[config.mk]
export PLATFORM = sky130hd
export DESIGN_NAME = miw_ctrl
export DESIGN_NICKNAME = d
export VERILOG_FILES = /design/src/miw_pkg.sv /design/src/miw_ctrl.sv
export SDC_FILE = /design/constraint.sdc
export NUM_CORES = 1
export LEC_CHECK = 0
export BUFFER_PORTS_ARGS = -buffer_cell sky130_fd_sc_hd__buf_4
export CORE_MARGIN = 2
export CORE_UTILIZATION = 48
export DETAILED_ROUTE_END_ITERATION = 7
export PLACE_DENSITY = 0.72
export SLEW_MARGIN = 20
export SYNTH_ARGS = -nofsm -noshare
export SYNTH_HDL_FRONTEND = slang
export SYNTH_SLANG_ARGS = --single-unit
[constraint.sdc]
create_clock -name CLK -period 3.15 [get_ports CLK]
set_clock_uncertainty 0.15 [all_clocks]
set_input_delay 0.315 -clock CLK [delete_from_list [all_inputs] [get_ports CLK]]
set_output_delay 0.315 -clock CLK [all_outputs]
set_load 0.1 [all_outputs]
[src/miw_pkg.sv]
package miw_pkg;
  localparam logic [7:0]  FLAGS_OFS    = 8'h00;
  localparam logic [7:0]  ENABLE_OFS   = 8'h04;
  localparam logic [7:0]  WAKECFG_OFS  = 8'h08;
  localparam logic [7:0]  SHADOW_OFS   = 8'h10;
  localparam int          SRC_LSB      = 4;
  localparam int          CONV_BIT     = 3;
  localparam int          CMP_BIT      = 2;
  localparam int          TMR_BIT      = 1;
  localparam int          PIN_BIT      = 0;
  localparam int          GIE_BIT      = 0;
  localparam int          WUR_BIT      = 0;
  localparam int          CMP1_WK_BIT  = 0;
  localparam int          CMP2_WK_BIT  = 1;
  localparam int          PIN_WK_BIT   = 2;
  localparam logic [3:0]  FLAGS_RST    = 4'h0;
  localparam logic [3:0]  ENABLE_RST   = 4'h0;
  localparam logic [2:0]  WAKECFG_RST  = 3'h0;
  localparam logic [11:0] IRQ_VECTOR   = 12'h004;
  typedef enum logic [1:0] {ST_RUN, ST_ISR, ST_SLEEP, ST_STEP} miw_state_type;
endpackage

[src/miw_ctrl.sv]
// Decided for this implementation: register access over APB and the register offsets.
`timescale 1ns/1ps
module miw_ctrl (
  // clock, reset, enable
  input  wire logic        CLK,
  input  wire logic        SYS_RST,
  input  wire logic        CE,
  // apb slave
  input  wire logic        PSEL,
  input  wire logic        PENABLE,
  input  wire logic        PWRITE,
  input  wire logic [7:0]  PADDR,
  input  wire logic [31:0] PWDATA,
  output logic             PREADY,
  output logic [31:0]      PRDATA,
  output logic             PSLVERR,
  // event sources, one-cycle pulses
  input  wire logic        EVT_TIMER_OVF,
  input  wire logic        EVT_CONV_DONE,
  input  wire logic        EVT_CMP1_CHG,
  input  wire logic        EVT_CMP2_CHG,
  input  wire logic        EVT_PIN_CHG,
  // core control
  input  wire logic        CORE_SLEEP,
  input  wire logic        CORE_STEP_DONE,
  input  wire logic        CORE_RETURN_FROM_ISR,
  output logic             VEC_REQ,
  output logic [11:0]      VEC_ADDR,
  output logic             CTX_SEL,
  output logic             WAKE,
  output logic             WAKE_RESET,
  // core context access
  input  wire logic        CTX_WE,
  input  wire logic [1:0]  CTX_ADDR,
  input  wire logic [7:0]  CTX_WDATA,
  output logic [7:0]      CTX_RDATA
);

  typedef struct packed {
    miw_pkg::miw_state_type st;
    logic                   global_irq_enable;
    logic [3:0]             flags;
    logic [3:0]             en;
    logic                   wake_reset_en;
    logic [2:0]             wkcfg;
    logic [1:0][3:0][7:0]   ctx;
    logic                   vec;
    logic                   wake;
    logic                   wrst;
    logic [7:0]             prdata;
    logic                   perr;
    logic [7:0]             crd;
  } miw_regs_type;

  miw_regs_type q;
  miw_regs_type d;
  miw_regs_type rst_val;

  logic [3:0] sets;
  logic [3:0] pend;
  logic       wr;
  logic       setup;
  logic       wr_flg;
  logic       bank;
  logic       wrst_now;

  ////////////////////////////////////////////////////////////////////////////
  // event qualification

  always_comb begin
    sets                     = '0;
    sets[miw_pkg::CONV_BIT]  = EVT_CONV_DONE;
    sets[miw_pkg::TMR_BIT]   = EVT_TIMER_OVF;
    sets[miw_pkg::CMP_BIT]   = (EVT_CMP1_CHG & q.wkcfg[miw_pkg::CMP1_WK_BIT])
                             | (EVT_CMP2_CHG & q.wkcfg[miw_pkg::CMP2_WK_BIT]);
    sets[miw_pkg::PIN_BIT]   = EVT_PIN_CHG & q.wkcfg[miw_pkg::PIN_WK_BIT];
  end

  // only enabled sources may vector or wake
  assign pend   = q.flags & q.en;
  assign setup  = PSEL & ~PENABLE;
  assign wr     = PSEL & PENABLE & PWRITE;
  assign wr_flg = wr && PADDR == miw_pkg::FLAGS_OFS;
  // shadow bank is in use while in the service routine
  assign bank   = (q.st == miw_pkg::ST_ISR);
  // a wake reset wipes every flag, so the flag checks skip that cycle
  assign wrst_now = (q.st == miw_pkg::ST_SLEEP) && q.wake_reset_en && (|pend);

  always_comb begin
    rst_val       = '0;
    rst_val.st    = miw_pkg::ST_RUN;
    rst_val.flags = miw_pkg::FLAGS_RST;
    rst_val.en    = miw_pkg::ENABLE_RST;
    rst_val.wkcfg = miw_pkg::WAKECFG_RST;
  end

  ////////////////////////////////////////////////////////////////////////////
  // next state

  always_comb begin
    d      = q;
    d.vec  = 1'b0;
    d.wake = 1'b0;
    d.wrst = 1'b0;

    // read data captured in the setup cycle so the access phase needs no wait
    if (setup) begin
      d.perr   = 1'b0;
      d.prdata = 8'h00;
      case (PADDR)
        miw_pkg::FLAGS_OFS:  d.prdata = {q.flags, 3'b000, q.global_irq_enable};
        miw_pkg::ENABLE_OFS: d.prdata = {q.en, 3'b000, q.wake_reset_en};
        miw_pkg::WAKECFG_OFS: d.prdata = {5'h00, q.wkcfg};
        miw_pkg::SHADOW_OFS, miw_pkg::SHADOW_OFS + 8'h04,
        miw_pkg::SHADOW_OFS + 8'h08, miw_pkg::SHADOW_OFS + 8'h0C:
          d.prdata = q.ctx[~bank][PADDR[3:2]];
        default: d.perr = 1'b1;
      endcase
    end

    if (wr) begin
      case (PADDR)
        miw_pkg::FLAGS_OFS: begin
          d.flags = PWDATA[7:miw_pkg::SRC_LSB];
          d.global_irq_enable   = PWDATA[miw_pkg::GIE_BIT];
        end
        miw_pkg::ENABLE_OFS: begin
          d.en  = PWDATA[7:miw_pkg::SRC_LSB];
          d.wake_reset_en = PWDATA[miw_pkg::WUR_BIT];
        end
        miw_pkg::WAKECFG_OFS: d.wkcfg = PWDATA[2:0];
        miw_pkg::SHADOW_OFS, miw_pkg::SHADOW_OFS + 8'h04,
        miw_pkg::SHADOW_OFS + 8'h08, miw_pkg::SHADOW_OFS + 8'h0C:
          d.ctx[~bank][PADDR[3:2]] = PWDATA[7:0];
        default: ;
      endcase
    end

    // core context goes to the bank of the current mode only
    if (CTX_WE) begin
      d.ctx[bank][CTX_ADDR] = CTX_WDATA;
    end
    d.crd = d.ctx[bank][CTX_ADDR];

    // a hardware set beats a software clear in the same cycle
    d.flags = d.flags | sets;

    case (q.st)
      miw_pkg::ST_RUN: begin
        if (CORE_SLEEP) begin
          d.st = miw_pkg::ST_SLEEP;
        end else if (q.global_irq_enable && |pend) begin
          d.vec = 1'b1;
          d.global_irq_enable = 1'b0;
          d.st  = miw_pkg::ST_ISR;
        end
      end
      miw_pkg::ST_ISR: begin
        if (CORE_RETURN_FROM_ISR) begin
          d.global_irq_enable = 1'b1;
          d.st  = miw_pkg::ST_RUN;
        end
      end
      miw_pkg::ST_SLEEP: begin
        if (|pend) begin
          if (q.wake_reset_en) begin
            d      = rst_val;
            d.wrst = 1'b1;
          end else begin
            d.wake = 1'b1;
            d.st   = q.global_irq_enable ? miw_pkg::ST_STEP : miw_pkg::ST_RUN;
          end
        end
      end
      miw_pkg::ST_STEP: begin
        // instruction after sleep has run; vector only now
        if (CORE_STEP_DONE) begin
          if (q.global_irq_enable && |pend) begin
            d.vec = 1'b1;
            d.global_irq_enable = 1'b0;
            d.st  = miw_pkg::ST_ISR;
          end else begin
            d.st = miw_pkg::ST_RUN;
          end
        end
      end
      default: d.st = miw_pkg::ST_RUN;
    endcase
  end

  ////////////////////////////////////////////////////////////////////////////
  // state register

  always_ff @(posedge CLK or posedge SYS_RST) begin
    if (SYS_RST) begin
      q <= '0;
    end else if (CE) begin
      q <= d;
    end
  end

  ////////////////////////////////////////////////////////////////////////////
  // outputs

  assign PREADY     = PSEL & PENABLE;
  assign PRDATA     = {24'h000000, q.prdata};
  assign PSLVERR    = PSEL & PENABLE & q.perr;
  assign VEC_REQ    = q.vec;
  assign VEC_ADDR   = miw_pkg::IRQ_VECTOR;
  assign CTX_SEL    = bank;
  assign WAKE       = q.wake;
  assign WAKE_RESET = q.wrst;
  assign CTX_RDATA  = q.crd;
endmodule // miw_ctrl

After elaboration in Yosys (flattened, before gate mapping) --
Index checks and enable logic that the tools add are counted.
Storage, ports and cells: flip-flop bits (word level) 99, bits in latches 0, memory bits (writable) 0, ROM bits 0, input bits 65, output and inout port bits 58, logic and storage cells 111, memories 0
Operators by class: add/subtract/negate cells 0, $mul 0, divide/modulo/power cells 0, $lt $le $gt $ge 8, equal/unequal tests 13, shifts and indexed selects 0, multiplexer cells 47, bitwise operators 12, reductions and logical operators 11
Operators with widths (number):
- 32-bit two-way mux | 6
- 64-bit bitwise mux | 2
- 64-bit two-way mux | 2
- 99-bit two-way mux | 1
- 78-bit two-way mux | 1
- 77-bit two-way mux | 1
- 76-bit two-way mux | 1
- 32-bit demux with 1-bit select | 2
- 8-bit binary-select mux with 2-bit select | 2
- 8-bit demux with 2-bit select | 2
- 8-bit by 5-bit == test with 1-bit output, second input constant | 4
- 8-bit two-way mux | 4
- 8-bit case mux with 4 select lines | 1
- 19-bit two-way mux | 1
- 18-bit two-way mux | 1
- 3-bit two-way mux | 4
- 3-bit case mux with 4 select lines | 1
- 5-bit two-way mux | 2
- 9-bit two-way mux | 1
- 8-bit by 3-bit == test with 1-bit output, second input constant | 1
- 8-bit by 4-bit == test with 1-bit output, second input constant | 1
- 8-bit zero test | 1
- 1-bit two-way mux | 8
- 4-bit OR reduction | 2
- other kinds (20) | 39

Depth between registers and ports, before layout --
Gate-level depths: netlist (run 1).
depth after elaboration 18, depth in mapped cells 12, gate-level depth less buffers 8

Worst setup path after synthesis (run 1) --
OpenSTA, ideal clock, no wires.
path type register to register, from register q[98] (netlist name), to register q, in the netlist CTX_RDATA[3], arrival 3.402 ns, data required time 2.865 ns, path slack -0.537 ns, stages on the path, launching flop included 11, buffers on the path 5, period minus slack after synthesis 3.687 ns, cells stage by stage dfrtp_1 > inv_1 > ha_1 > buf_2 > buf_2 > buf_1 > buf_1 > clkbuf_1 > nand3_1 > a2111oi_0 > o41ai_2
Between the ends: word-level cells in the longest chain between the ends 18, elaborated cells between the ends (all ways) 25
Ends and longest elaborated chain:
- from (decl) | RTL line miw_ctrl.sv:55 | miw_regs_type q;
- from (signal assigned) | RTL line miw_ctrl.sv:196 | q <= '0;
- from (signal assigned) | RTL line miw_ctrl.sv:198 | q <= d;
- 2-bit by 1-bit == test with 1-bit output (*) | RTL line miw_ctrl.sv:85 | assign bank = (q.st == miw_pkg::ST_ISR);
- named net CTX_SEL | RTL line miw_ctrl.sv:29 | output logic CTX_SEL,
- 1-bit inverter | RTL line miw_ctrl.sv:134 | d.ctx[~bank][PADDR[3:2]] = PWDATA[7:0];
- 1-bit by 2-bit less-than comparator with 1-bit output (implied by the code) or 1-bit greater-or-equal comparator (tied branches) | RTL line miw_ctrl.sv:134
- 1-bit logical AND (implied by the code) | RTL line miw_ctrl.sv:134
- 32-bit two-way mux (implied by the code) | RTL line miw_ctrl.sv:134
- 32-bit demux with 1-bit select | RTL line miw_ctrl.sv:134
- 64-bit bitwise mux | RTL line miw_ctrl.sv:134
- [2 not listed]
- 64-bit bitwise mux | RTL line miw_ctrl.sv:141 | d.ctx[bank][CTX_ADDR] = CTX_WDATA;
- 64-bit two-way mux | RTL line miw_ctrl.sv:140 | if (CTX_WE) begin
- 32-bit two-way mux (implied by the code) (*) (2 in a row) | RTL line miw_ctrl.sv:143 | d.crd = d.ctx[bank][CTX_ADDR];
- 8-bit binary-select mux with 2-bit select (*) | RTL line miw_ctrl.sv:143
- 8-bit two-way mux (implied by the code) (*) | RTL line miw_ctrl.sv:143
- 18-bit two-way mux | RTL line miw_ctrl.sv:166 | if (q.wake_reset_en) begin
- 99-bit two-way mux | RTL line miw_ctrl.sv:165 | if (|pend) begin
- 19-bit two-way mux (*) | RTL line miw_ctrl.sv:148 | case (q.st)
Mark *: on every way through the listed nets, which the timed path passes. The rest lies on a longest branch. The select of a mux whose other input is x is not followed. A chain may end at the register's enable or synchronous reset.

Worst setup path after layout (run 1) --
from register q[98] (netlist name), to register q, in the netlist CTX_RDATA[1]
Between the ends: word-level cells in the longest chain between the ends 18, elaborated cells between the ends (all ways) 25
Ends and longest elaborated chain:
- 2-bit by 1-bit == test with 1-bit output | RTL line miw_ctrl.sv:85
- 1-bit inverter | RTL line miw_ctrl.sv:134
- 1-bit by 2-bit less-than comparator with 1-bit output (implied by the code) or 1-bit greater-or-equal comparator (tied branches) | RTL line miw_ctrl.sv:134
- 1-bit logical AND (implied by the code) | RTL line miw_ctrl.sv:134
- 32-bit two-way mux (implied by the code) | RTL line miw_ctrl.sv:134
- 32-bit demux with 1-bit select | RTL line miw_ctrl.sv:134
- 64-bit bitwise mux | RTL line miw_ctrl.sv:134
- 64-bit two-way mux | RTL line miw_ctrl.sv:122 | case (PADDR)
- 77-bit two-way mux | RTL line miw_ctrl.sv:121 | if (wr) begin
- 64-bit bitwise mux | RTL line miw_ctrl.sv:141
- 64-bit two-way mux | RTL line miw_ctrl.sv:140
- 32-bit two-way mux (implied by the code) (2 in a row) | RTL line miw_ctrl.sv:143
- 8-bit binary-select mux with 2-bit select | RTL line miw_ctrl.sv:143
- 8-bit two-way mux (implied by the code) | RTL line miw_ctrl.sv:143
- 18-bit two-way mux | RTL line miw_ctrl.sv:166
- 99-bit two-way mux | RTL line miw_ctrl.sv:165
- 19-bit two-way mux (*) | RTL line miw_ctrl.sv:148
Every way passes the cells marked *; elsewhere a longest branch is shown, timed or not. The select of a mux whose other input is x is not followed.

==> impl_metrics.csv, run 1 <==
group,metric,value,unit
sta,period_share,93.3,%
finish,area_delta_synth_final,12.7,%
clocking,cts.repair.resized,0,
global_routing,grt_overflow,0,
placed_design,place.gp.congestion,0.991,
yosys,synth_warnings,0,
sta,finalSetupTns,0,ns
global_routing,antenna_found_initial,0,
yosys,synthFlopType,"dfrtp_1",
sta,finalCriticalPeriod,2.94,ns
clocking,cts_made_buffers,9,
sta,worst_slew_pin_slew,0.675,ns
yosys,ys_ff_latch,99,
placed_design,hpwl,17000,um
global_routing,grt_max_degree,71,
critical_path,cp.arrival,3.04,ns
route,wl,24700,um
die,io_pins,123,
status,status,"completed",
global_routing,grtUsageTotal,30.4,%
yosys,avgSynthCellArea,8.51,um^2
min_path,hp-class,"input pin to register",
route,avgRoutedWirePerCell,22.5,um
finish,nets,970,
critical_path,worstPathMaxFanout,17,
power,vdd_drop_max,0.322,mV
die,core-area,15100,um^2
die,rows,45,
placed_design,dp.cells,1077,
critical_path,cp_cell_sequence,"inv_1, ha_4, or3b_2, nor4_4, buf_4, mux2i_1, mux2_2, o211a_1, o41ai_2",
yosys,synth_cell_type_count,65,
finish,post-route-util,55.2,%
clocking,cts_max_level,3,
finish,diodes,0,
die,dieArea,16500,um^2
clocking,clk_pin_slew,0.07,ns
sta,final-max-slew-violation-count,0,
finish,fin_cells,1094,
die,fp.dieH,128,um
run,cap_violations,0,
route,via_count,7256,
yosys,synth_area,7420,um^2
critical_path,endpoint_kind,"register",
critical_path,crit_type,"register to register",
sta,setup_viol,0,
clocking,clockBufferDepth,2,
route,antenna_left,0,
route,drt_pass1_iterations,6,
yosys,syn_inst,872,
die,die_w,128,um
clocking,clockRootBuffer,"clkbuf_16",
power,leakagePower,3.57,nW
die,start_util,49.0,%
sta,rsz0062_at_grt,"false",
critical_path,cpPeakStageDelay,0.50,ns
yosys,ys_seq_area_share,33.4,%
route,drc_errors,0,
sta,slew_headroom,54.9,%
finish,layout-drive-gt1-share,19.0,%
clocking,insertion_delay,0.37,ns
clocking,cts_sinks,99,
critical_path,cpMaxStageDelayCell,"or3b_2",
global_routing,grt_pass1_wl,38300,um
route,drt-initial-drc-count,826,
global_routing,grt_pass1_vias,6761,
critical_path,required,3.25,ns
critical_path,crit_path_start_kind,"register",
yosys,synth-edff-count,0,
sta,timing_hold_violations_final,0,
clocking,cts_tree,"built",
power,power.density_cell_area,527,nW/um^2
sta,fmax,0.340,GHz
placed_design,io_buffers,62,
route,vias_per_cell,6.63,
placed_design,pre_cts_slack,0.271,ns
sta,fin_ws,0.210,ns
yosys,async_flop_share,100,%
synthesized netlist by cell type, types with 17 or more instances:
library cell | count | share of area [%]
nor2_1 | 72 | 3.6
dfrtp_1 | 99 | 33
inv_1 | 18 | 0.91
o21ai_0 | 54 | 3.6
nor3_1 | 22 | 1.5
buf_4 | 54 | 5.5
a22o_1 | 43 | 5.1
mux2i_1 | 57 | 7.7
nand2_1 | 89 | 4.5
o2bb2ai_1 | 17 | 2.0
clkbuf_1 | 57 | 2.9
a21oi_1 | 42 | 2.8
nand3_1 | 29 | 2.0
logic make-up after synthesis:
logic type               after synthesis  share of synthesized area (%)
other                                  2                          0.101
AO/OA/AOI/OAI                        260                           25.3
adder cells (fa/ha/maj)                4                          0.674
multiplexers                          74                           10.6
flip-flops                            99                           33.4
buffers and inverters                144                           10.1
AND/OR/NAND/NOR                      289                           19.8
area by class of cell:
cell class	count	area, um^2
Clock buffer	10	239
Clock inverter	6	134
Fill cell	1395	6780
Inverter	18	70.1
Multi-Input combinational cell	663	4340
Sequential cell	99	2480
Tap cell	188	235
Timing Repair Buffer	110	866
path summary, 6_finish.rpt:
path | start | end | slack [ns] | cells after the start
worst max register to register | q[98]$_DFFE_PP0P_ | CTX_RDATA[1]$_DFFE_PP0P_ | 0.21 | 9
max in group asynchronous | SYS_RST | q[63]$_DFFE_PP0P_ | 1.76 | 4
worst min register to register | CTX_RDATA[7]$_DFFE_PP0P_ | CTX_RDATA[7]$_DFFE_PP0P_ | 0.34 | 2
worst max-delay path | q[98]$_DFFE_PP0P_ | CTX_RDATA[1]$_DFFE_PP0P_ | 0.21 | 9
worst min-delay path | EVT_TIMER_OVF | q[93]$_DFFE_PP0P_ | 0.07 | 3
min in group asynchronous | SYS_RST | PRDATA[5]$_DFFE_PP0P_ | 0.36 | 3
worst max-delay path: cells and delay by family (launching register included):
kind	cells	cell delay, ns
adders and majority gates	1	0.30
DFF	1	0.40
AOI/OAI and AO/OA	2	0.56
muxes	2	0.39
buffers and inverters	2	0.41
and+or+nand+nor	2	0.63
layer usage:
metal	track usage, %	up-vias	wire length [um]
met5	0	-	0
met2	45.2	495	10800
met3	8.36	104	2910
met4	14.5	0	1170
met1	41.1	3452	9770
li1	-	3205	-
registers in the layout, indices dropped and copies added (netlist names):
| register | count |
|---|---|
| WAKE | 1 |
| VEC_REQ | 1 |
| CTX_RDATA | 8 |
| q | 80 |
| WAKE_RESET | 1 |
| PRDATA | 8 |
power by group:
group / internal [W] / switching [W] / leakage (nW) / total [W]
Sequential: 0.00145 / 0.000179 / 1.31 / 0.00163
Combinational: 0.000430 / 0.000941 / 2.08 / 0.00137
Clock: 0.000881 / 0.000529 / 0.183 / 0.00141
cells in the final DEF, fill, tap and decap left out, types with 14 or more instances in the layout:
cell,count
a21oi_1,42
a22o_1,43
buf_4,106
conb_1,36
dfrtp_1,99
inv_1,16
mux2_2,14
mux2i_1,57
nand2_1,89
nand3_1,29
nor2_1,72
nor3_1,22
o21ai_0,54
o22ai_1,15
o2bb2ai_1,17
metrics by stage:
stage | instance area [um^2] | hold WS (ns) | total power (W)
final | 8360 | 0.0669 | 0.00441
after global routing | 8360 | 0.0763 | 0.00458
after CTS | 8360 | 0.0626 | 0.00440
after detailed placement | 7980 | 0.197 | 0.00300
after global placement | 7980 | 0.193 | 0.00297
after floorplan | 7560 | 0.298 | 0.00275
repair_timing:
action,4_1_cts,5_1_grt
setup endpoints to repair,0,0
hold buffers,1,0
hold endpoints to repair,29,0
buffers inserted,0,0
(Power assumes the default switching activity.)
==> run 2: changes to the inputs <==
--- a/config.mk
+++ b/config.mk
@@ -5,8 +5,9 @@
 export SDC_FILE = /design/constraint.sdc
 export NUM_CORES = 1
 export LEC_CHECK = 0
+export ABC_AREA = 0
 export BUFFER_PORTS_ARGS = -buffer_cell sky130_fd_sc_hd__buf_4
-export CORE_MARGIN = 2
+export CORE_ASPECT_RATIO = 0.9
 export CORE_UTILIZATION = 48
 export DETAILED_ROUTE_END_ITERATION = 7
 export PLACE_DENSITY = 0.72
==> run 2 against run 1 <==
Critical path depth shrank 3. Largest cell class unchanged. Final cell count grew 0.91%. Largest power group unchanged. Power shrank 5.1%. Sequential share of layout area grew 0.22 points.
==> impl_metrics.csv, run 2 (synthesis gave the netlist of run 1 again) <==
group,metric,value,unit
sta,rsz0062_at_grt,"false",
power,p_seq_share,38.8,%
route,avgRoutedWirePerCell,22.5,um
finish,nFillCells,1350,
finish,largest_reg_flops,80,
run,cap_violations,0,
die,io_pins,123,
sta,final-max-slew-violation-count,0,
route,drt-initial-drc-count,1063,
placed_design,dpl_cell_area,7980,um^2
finish,diodes,0,
die,dieArea,16000,um^2
global_routing,grt_overflow,0,
clocking,cts.repair.resized,0,
placed_design,place.gp.congestion,0.980,
route,via_count,7251,
finish,area_delta_synth_final,11.9,%
die,fp.dieH,120,um
sta,finalSetupTns,0,ns
critical_path,reg2reg_slack,0.19,ns
finish,fin_area,8300,um^2
die,core-area,14900,um^2
clocking,cts_made_buffers,9,
critical_path,crit_type,"register to register",
clocking,clockRootBuffer,"clkbuf_16",
critical_path,worstPathMaxFanout,10,
finish,nets,970,
sta,timing_hold_violations_final,0,
clocking,clockBufferDepth,2,
route,drt_pass1_iterations,6,
power,switching_share,39.6,%
global_routing,grtUsageTotal,31.6,%
route,drc_errors,0,
clocking,cts_tree,"built",
finish,final_cell_mix,"buf_4 (107), dfrtp_1 (99), nand2_1 (89)",
clocking,cts_sinks,99,
global_routing,grt_max_degree,71,
die,rows,42,
clocking,cts_max_level,3,
min_path,hp-class,"input pin to register",
clocking,clk_pin_slew,0.08,ns
power,power_frac_clock,28.4,%
critical_path,crit_path_start_kind,"register",
global_routing,grt_pass1_wl,38500,um
placed_design,io_buffers,62,
sta,worst_slew_pin_slew,0.814,ns
global_routing,antenna_found_initial,0,
power,cellInternalPower,0.00253,W
sta,finalCriticalPeriod,2.96,ns
power,leakagePower,3.54,nW
finish,layout-drive-gt1-share,19.0,%
sta,setup_viol,0,
power,power.density_cell_area,505,nW/um^2
finish,layout_commonest_cell,"buf_4",
die,die_w,133,um
global_routing,grt_pass1_vias,6820,
die,start_util,49.7,%
power,pwr-share-comb,32.9,%
critical_path,cp.arrival,3.06,ns
power,vdd_drop_max,0.330,mV
sta,slew_headroom,45.7,%
sta,fmax,0.338,GHz
placed_design,hpwl,17200,um
critical_path,endpoint_kind,"register",
power,netSwitchingPower,0.00166,W
critical_path,required,3.25,ns
route,wl,24800,um
status,status,"completed",
finish,top_register,"q",
route,antenna_left,0,
clocking,insertion_delay,0.37,ns
sta,period_share,94.0,%
route,vias_per_cell,6.57,
## run 2: cell count changes in the layout (fill, tap and decap cells not counted), sizes merged
cell      change
clkinv        +1
bufinv        -3
clkinvlp      +1
inv           +1
## run 2: per-stage QoR
step | instances | hold slack [ns] | util (%) | worst slack, ns | power [W]
after CTS | 1104 | 0.0568 | 55.6 | 0.245 | 0.00418
after global routing | 1104 | 0.0766 | 55.6 | 0.139 | 0.00435
final | 1104 | 0.0481 | 55.6 | 0.188 | 0.00419
after floorplan | 906 | 0.298 | - | 0.0122 | 0.00275
after global placement | 1087 | 0.237 | 53.5 | 0.286 | 0.00297
after detailed placement | 1087 | 0.234 | 53.5 | 0.267 | 0.00300
## run 2: path summary, 6_finish.rpt
path / start / endpoint / cells past startpoint
min in group asynchronous: SYS_RST / q[38]$_DFFE_PP0P_ / 3
worst max register to register: q[92]$_DFFE_PP0P_ / CTX_RDATA[1]$_DFFE_PP0P_ / 6
worst max-delay path: q[92]$_DFFE_PP0P_ / CTX_RDATA[1]$_DFFE_PP0P_ / 6
worst min-delay path: EVT_TIMER_OVF / q[93]$_DFFE_PP0P_ / 3
max in group asynchronous: SYS_RST / WAKE$_DFFE_PP0P_ / 4
worst min register to register: CTX_RDATA[7]$_DFFE_PP0P_ / CTX_RDATA[7]$_DFFE_PP0P_ / 2
## run 2: power by group through the flow
stage	registers, W	clock network [W]	logic, W
floorplan	0.00159	0	0.00116
global placement	0.00163	0	0.00134
detailed placement	0.00164	0	0.00136
CTS	0.00162	0.00120	0.00136
global route	0.00164	0.00124	0.00147
finish	0.00162	0.00119	0.00138
## run 2: worst max-delay path, cell delays in order, from the launching register on
cell      delay [ns]
dfrtp_1         0.41
a22o_1          0.30
o211ai_1        0.48
and2_1          0.57
o221ai_1        0.21
or3_1           0.38
o41ai_2         0.33
## run 2: area by class of cell
| class | count | area (um^2) | share of cell area [%] |
|---|---|---|---|
| Timing Repair Buffer | 110 | 853 | 10.3 |
| Sequential cell | 99 | 2480 | 29.8 |
| Tap cell | 198 | 248 | 2.98 |
| Inverter | 18 | 70.1 | 0.844 |
| Multi-Input combinational cell | 663 | 4340 | 52.3 |
| Clock inverter | 6 | 71.3 | 0.859 |
| Clock buffer | 10 | 239 | 2.88 |
## run 2: metal layers
metal | global-route usage [%] | part of all wire (%)
met1 | 43.8 | 42
met2 | 45.6 | 43
met3 | 7.94 | 11
met4 | 15.1 | 4.0
met5 | 0 | 0
## run 2: repair_timing
action	CTS	global route
setup buffers	0	0
hold endpoints to repair	36	0
hold buffers	1	0
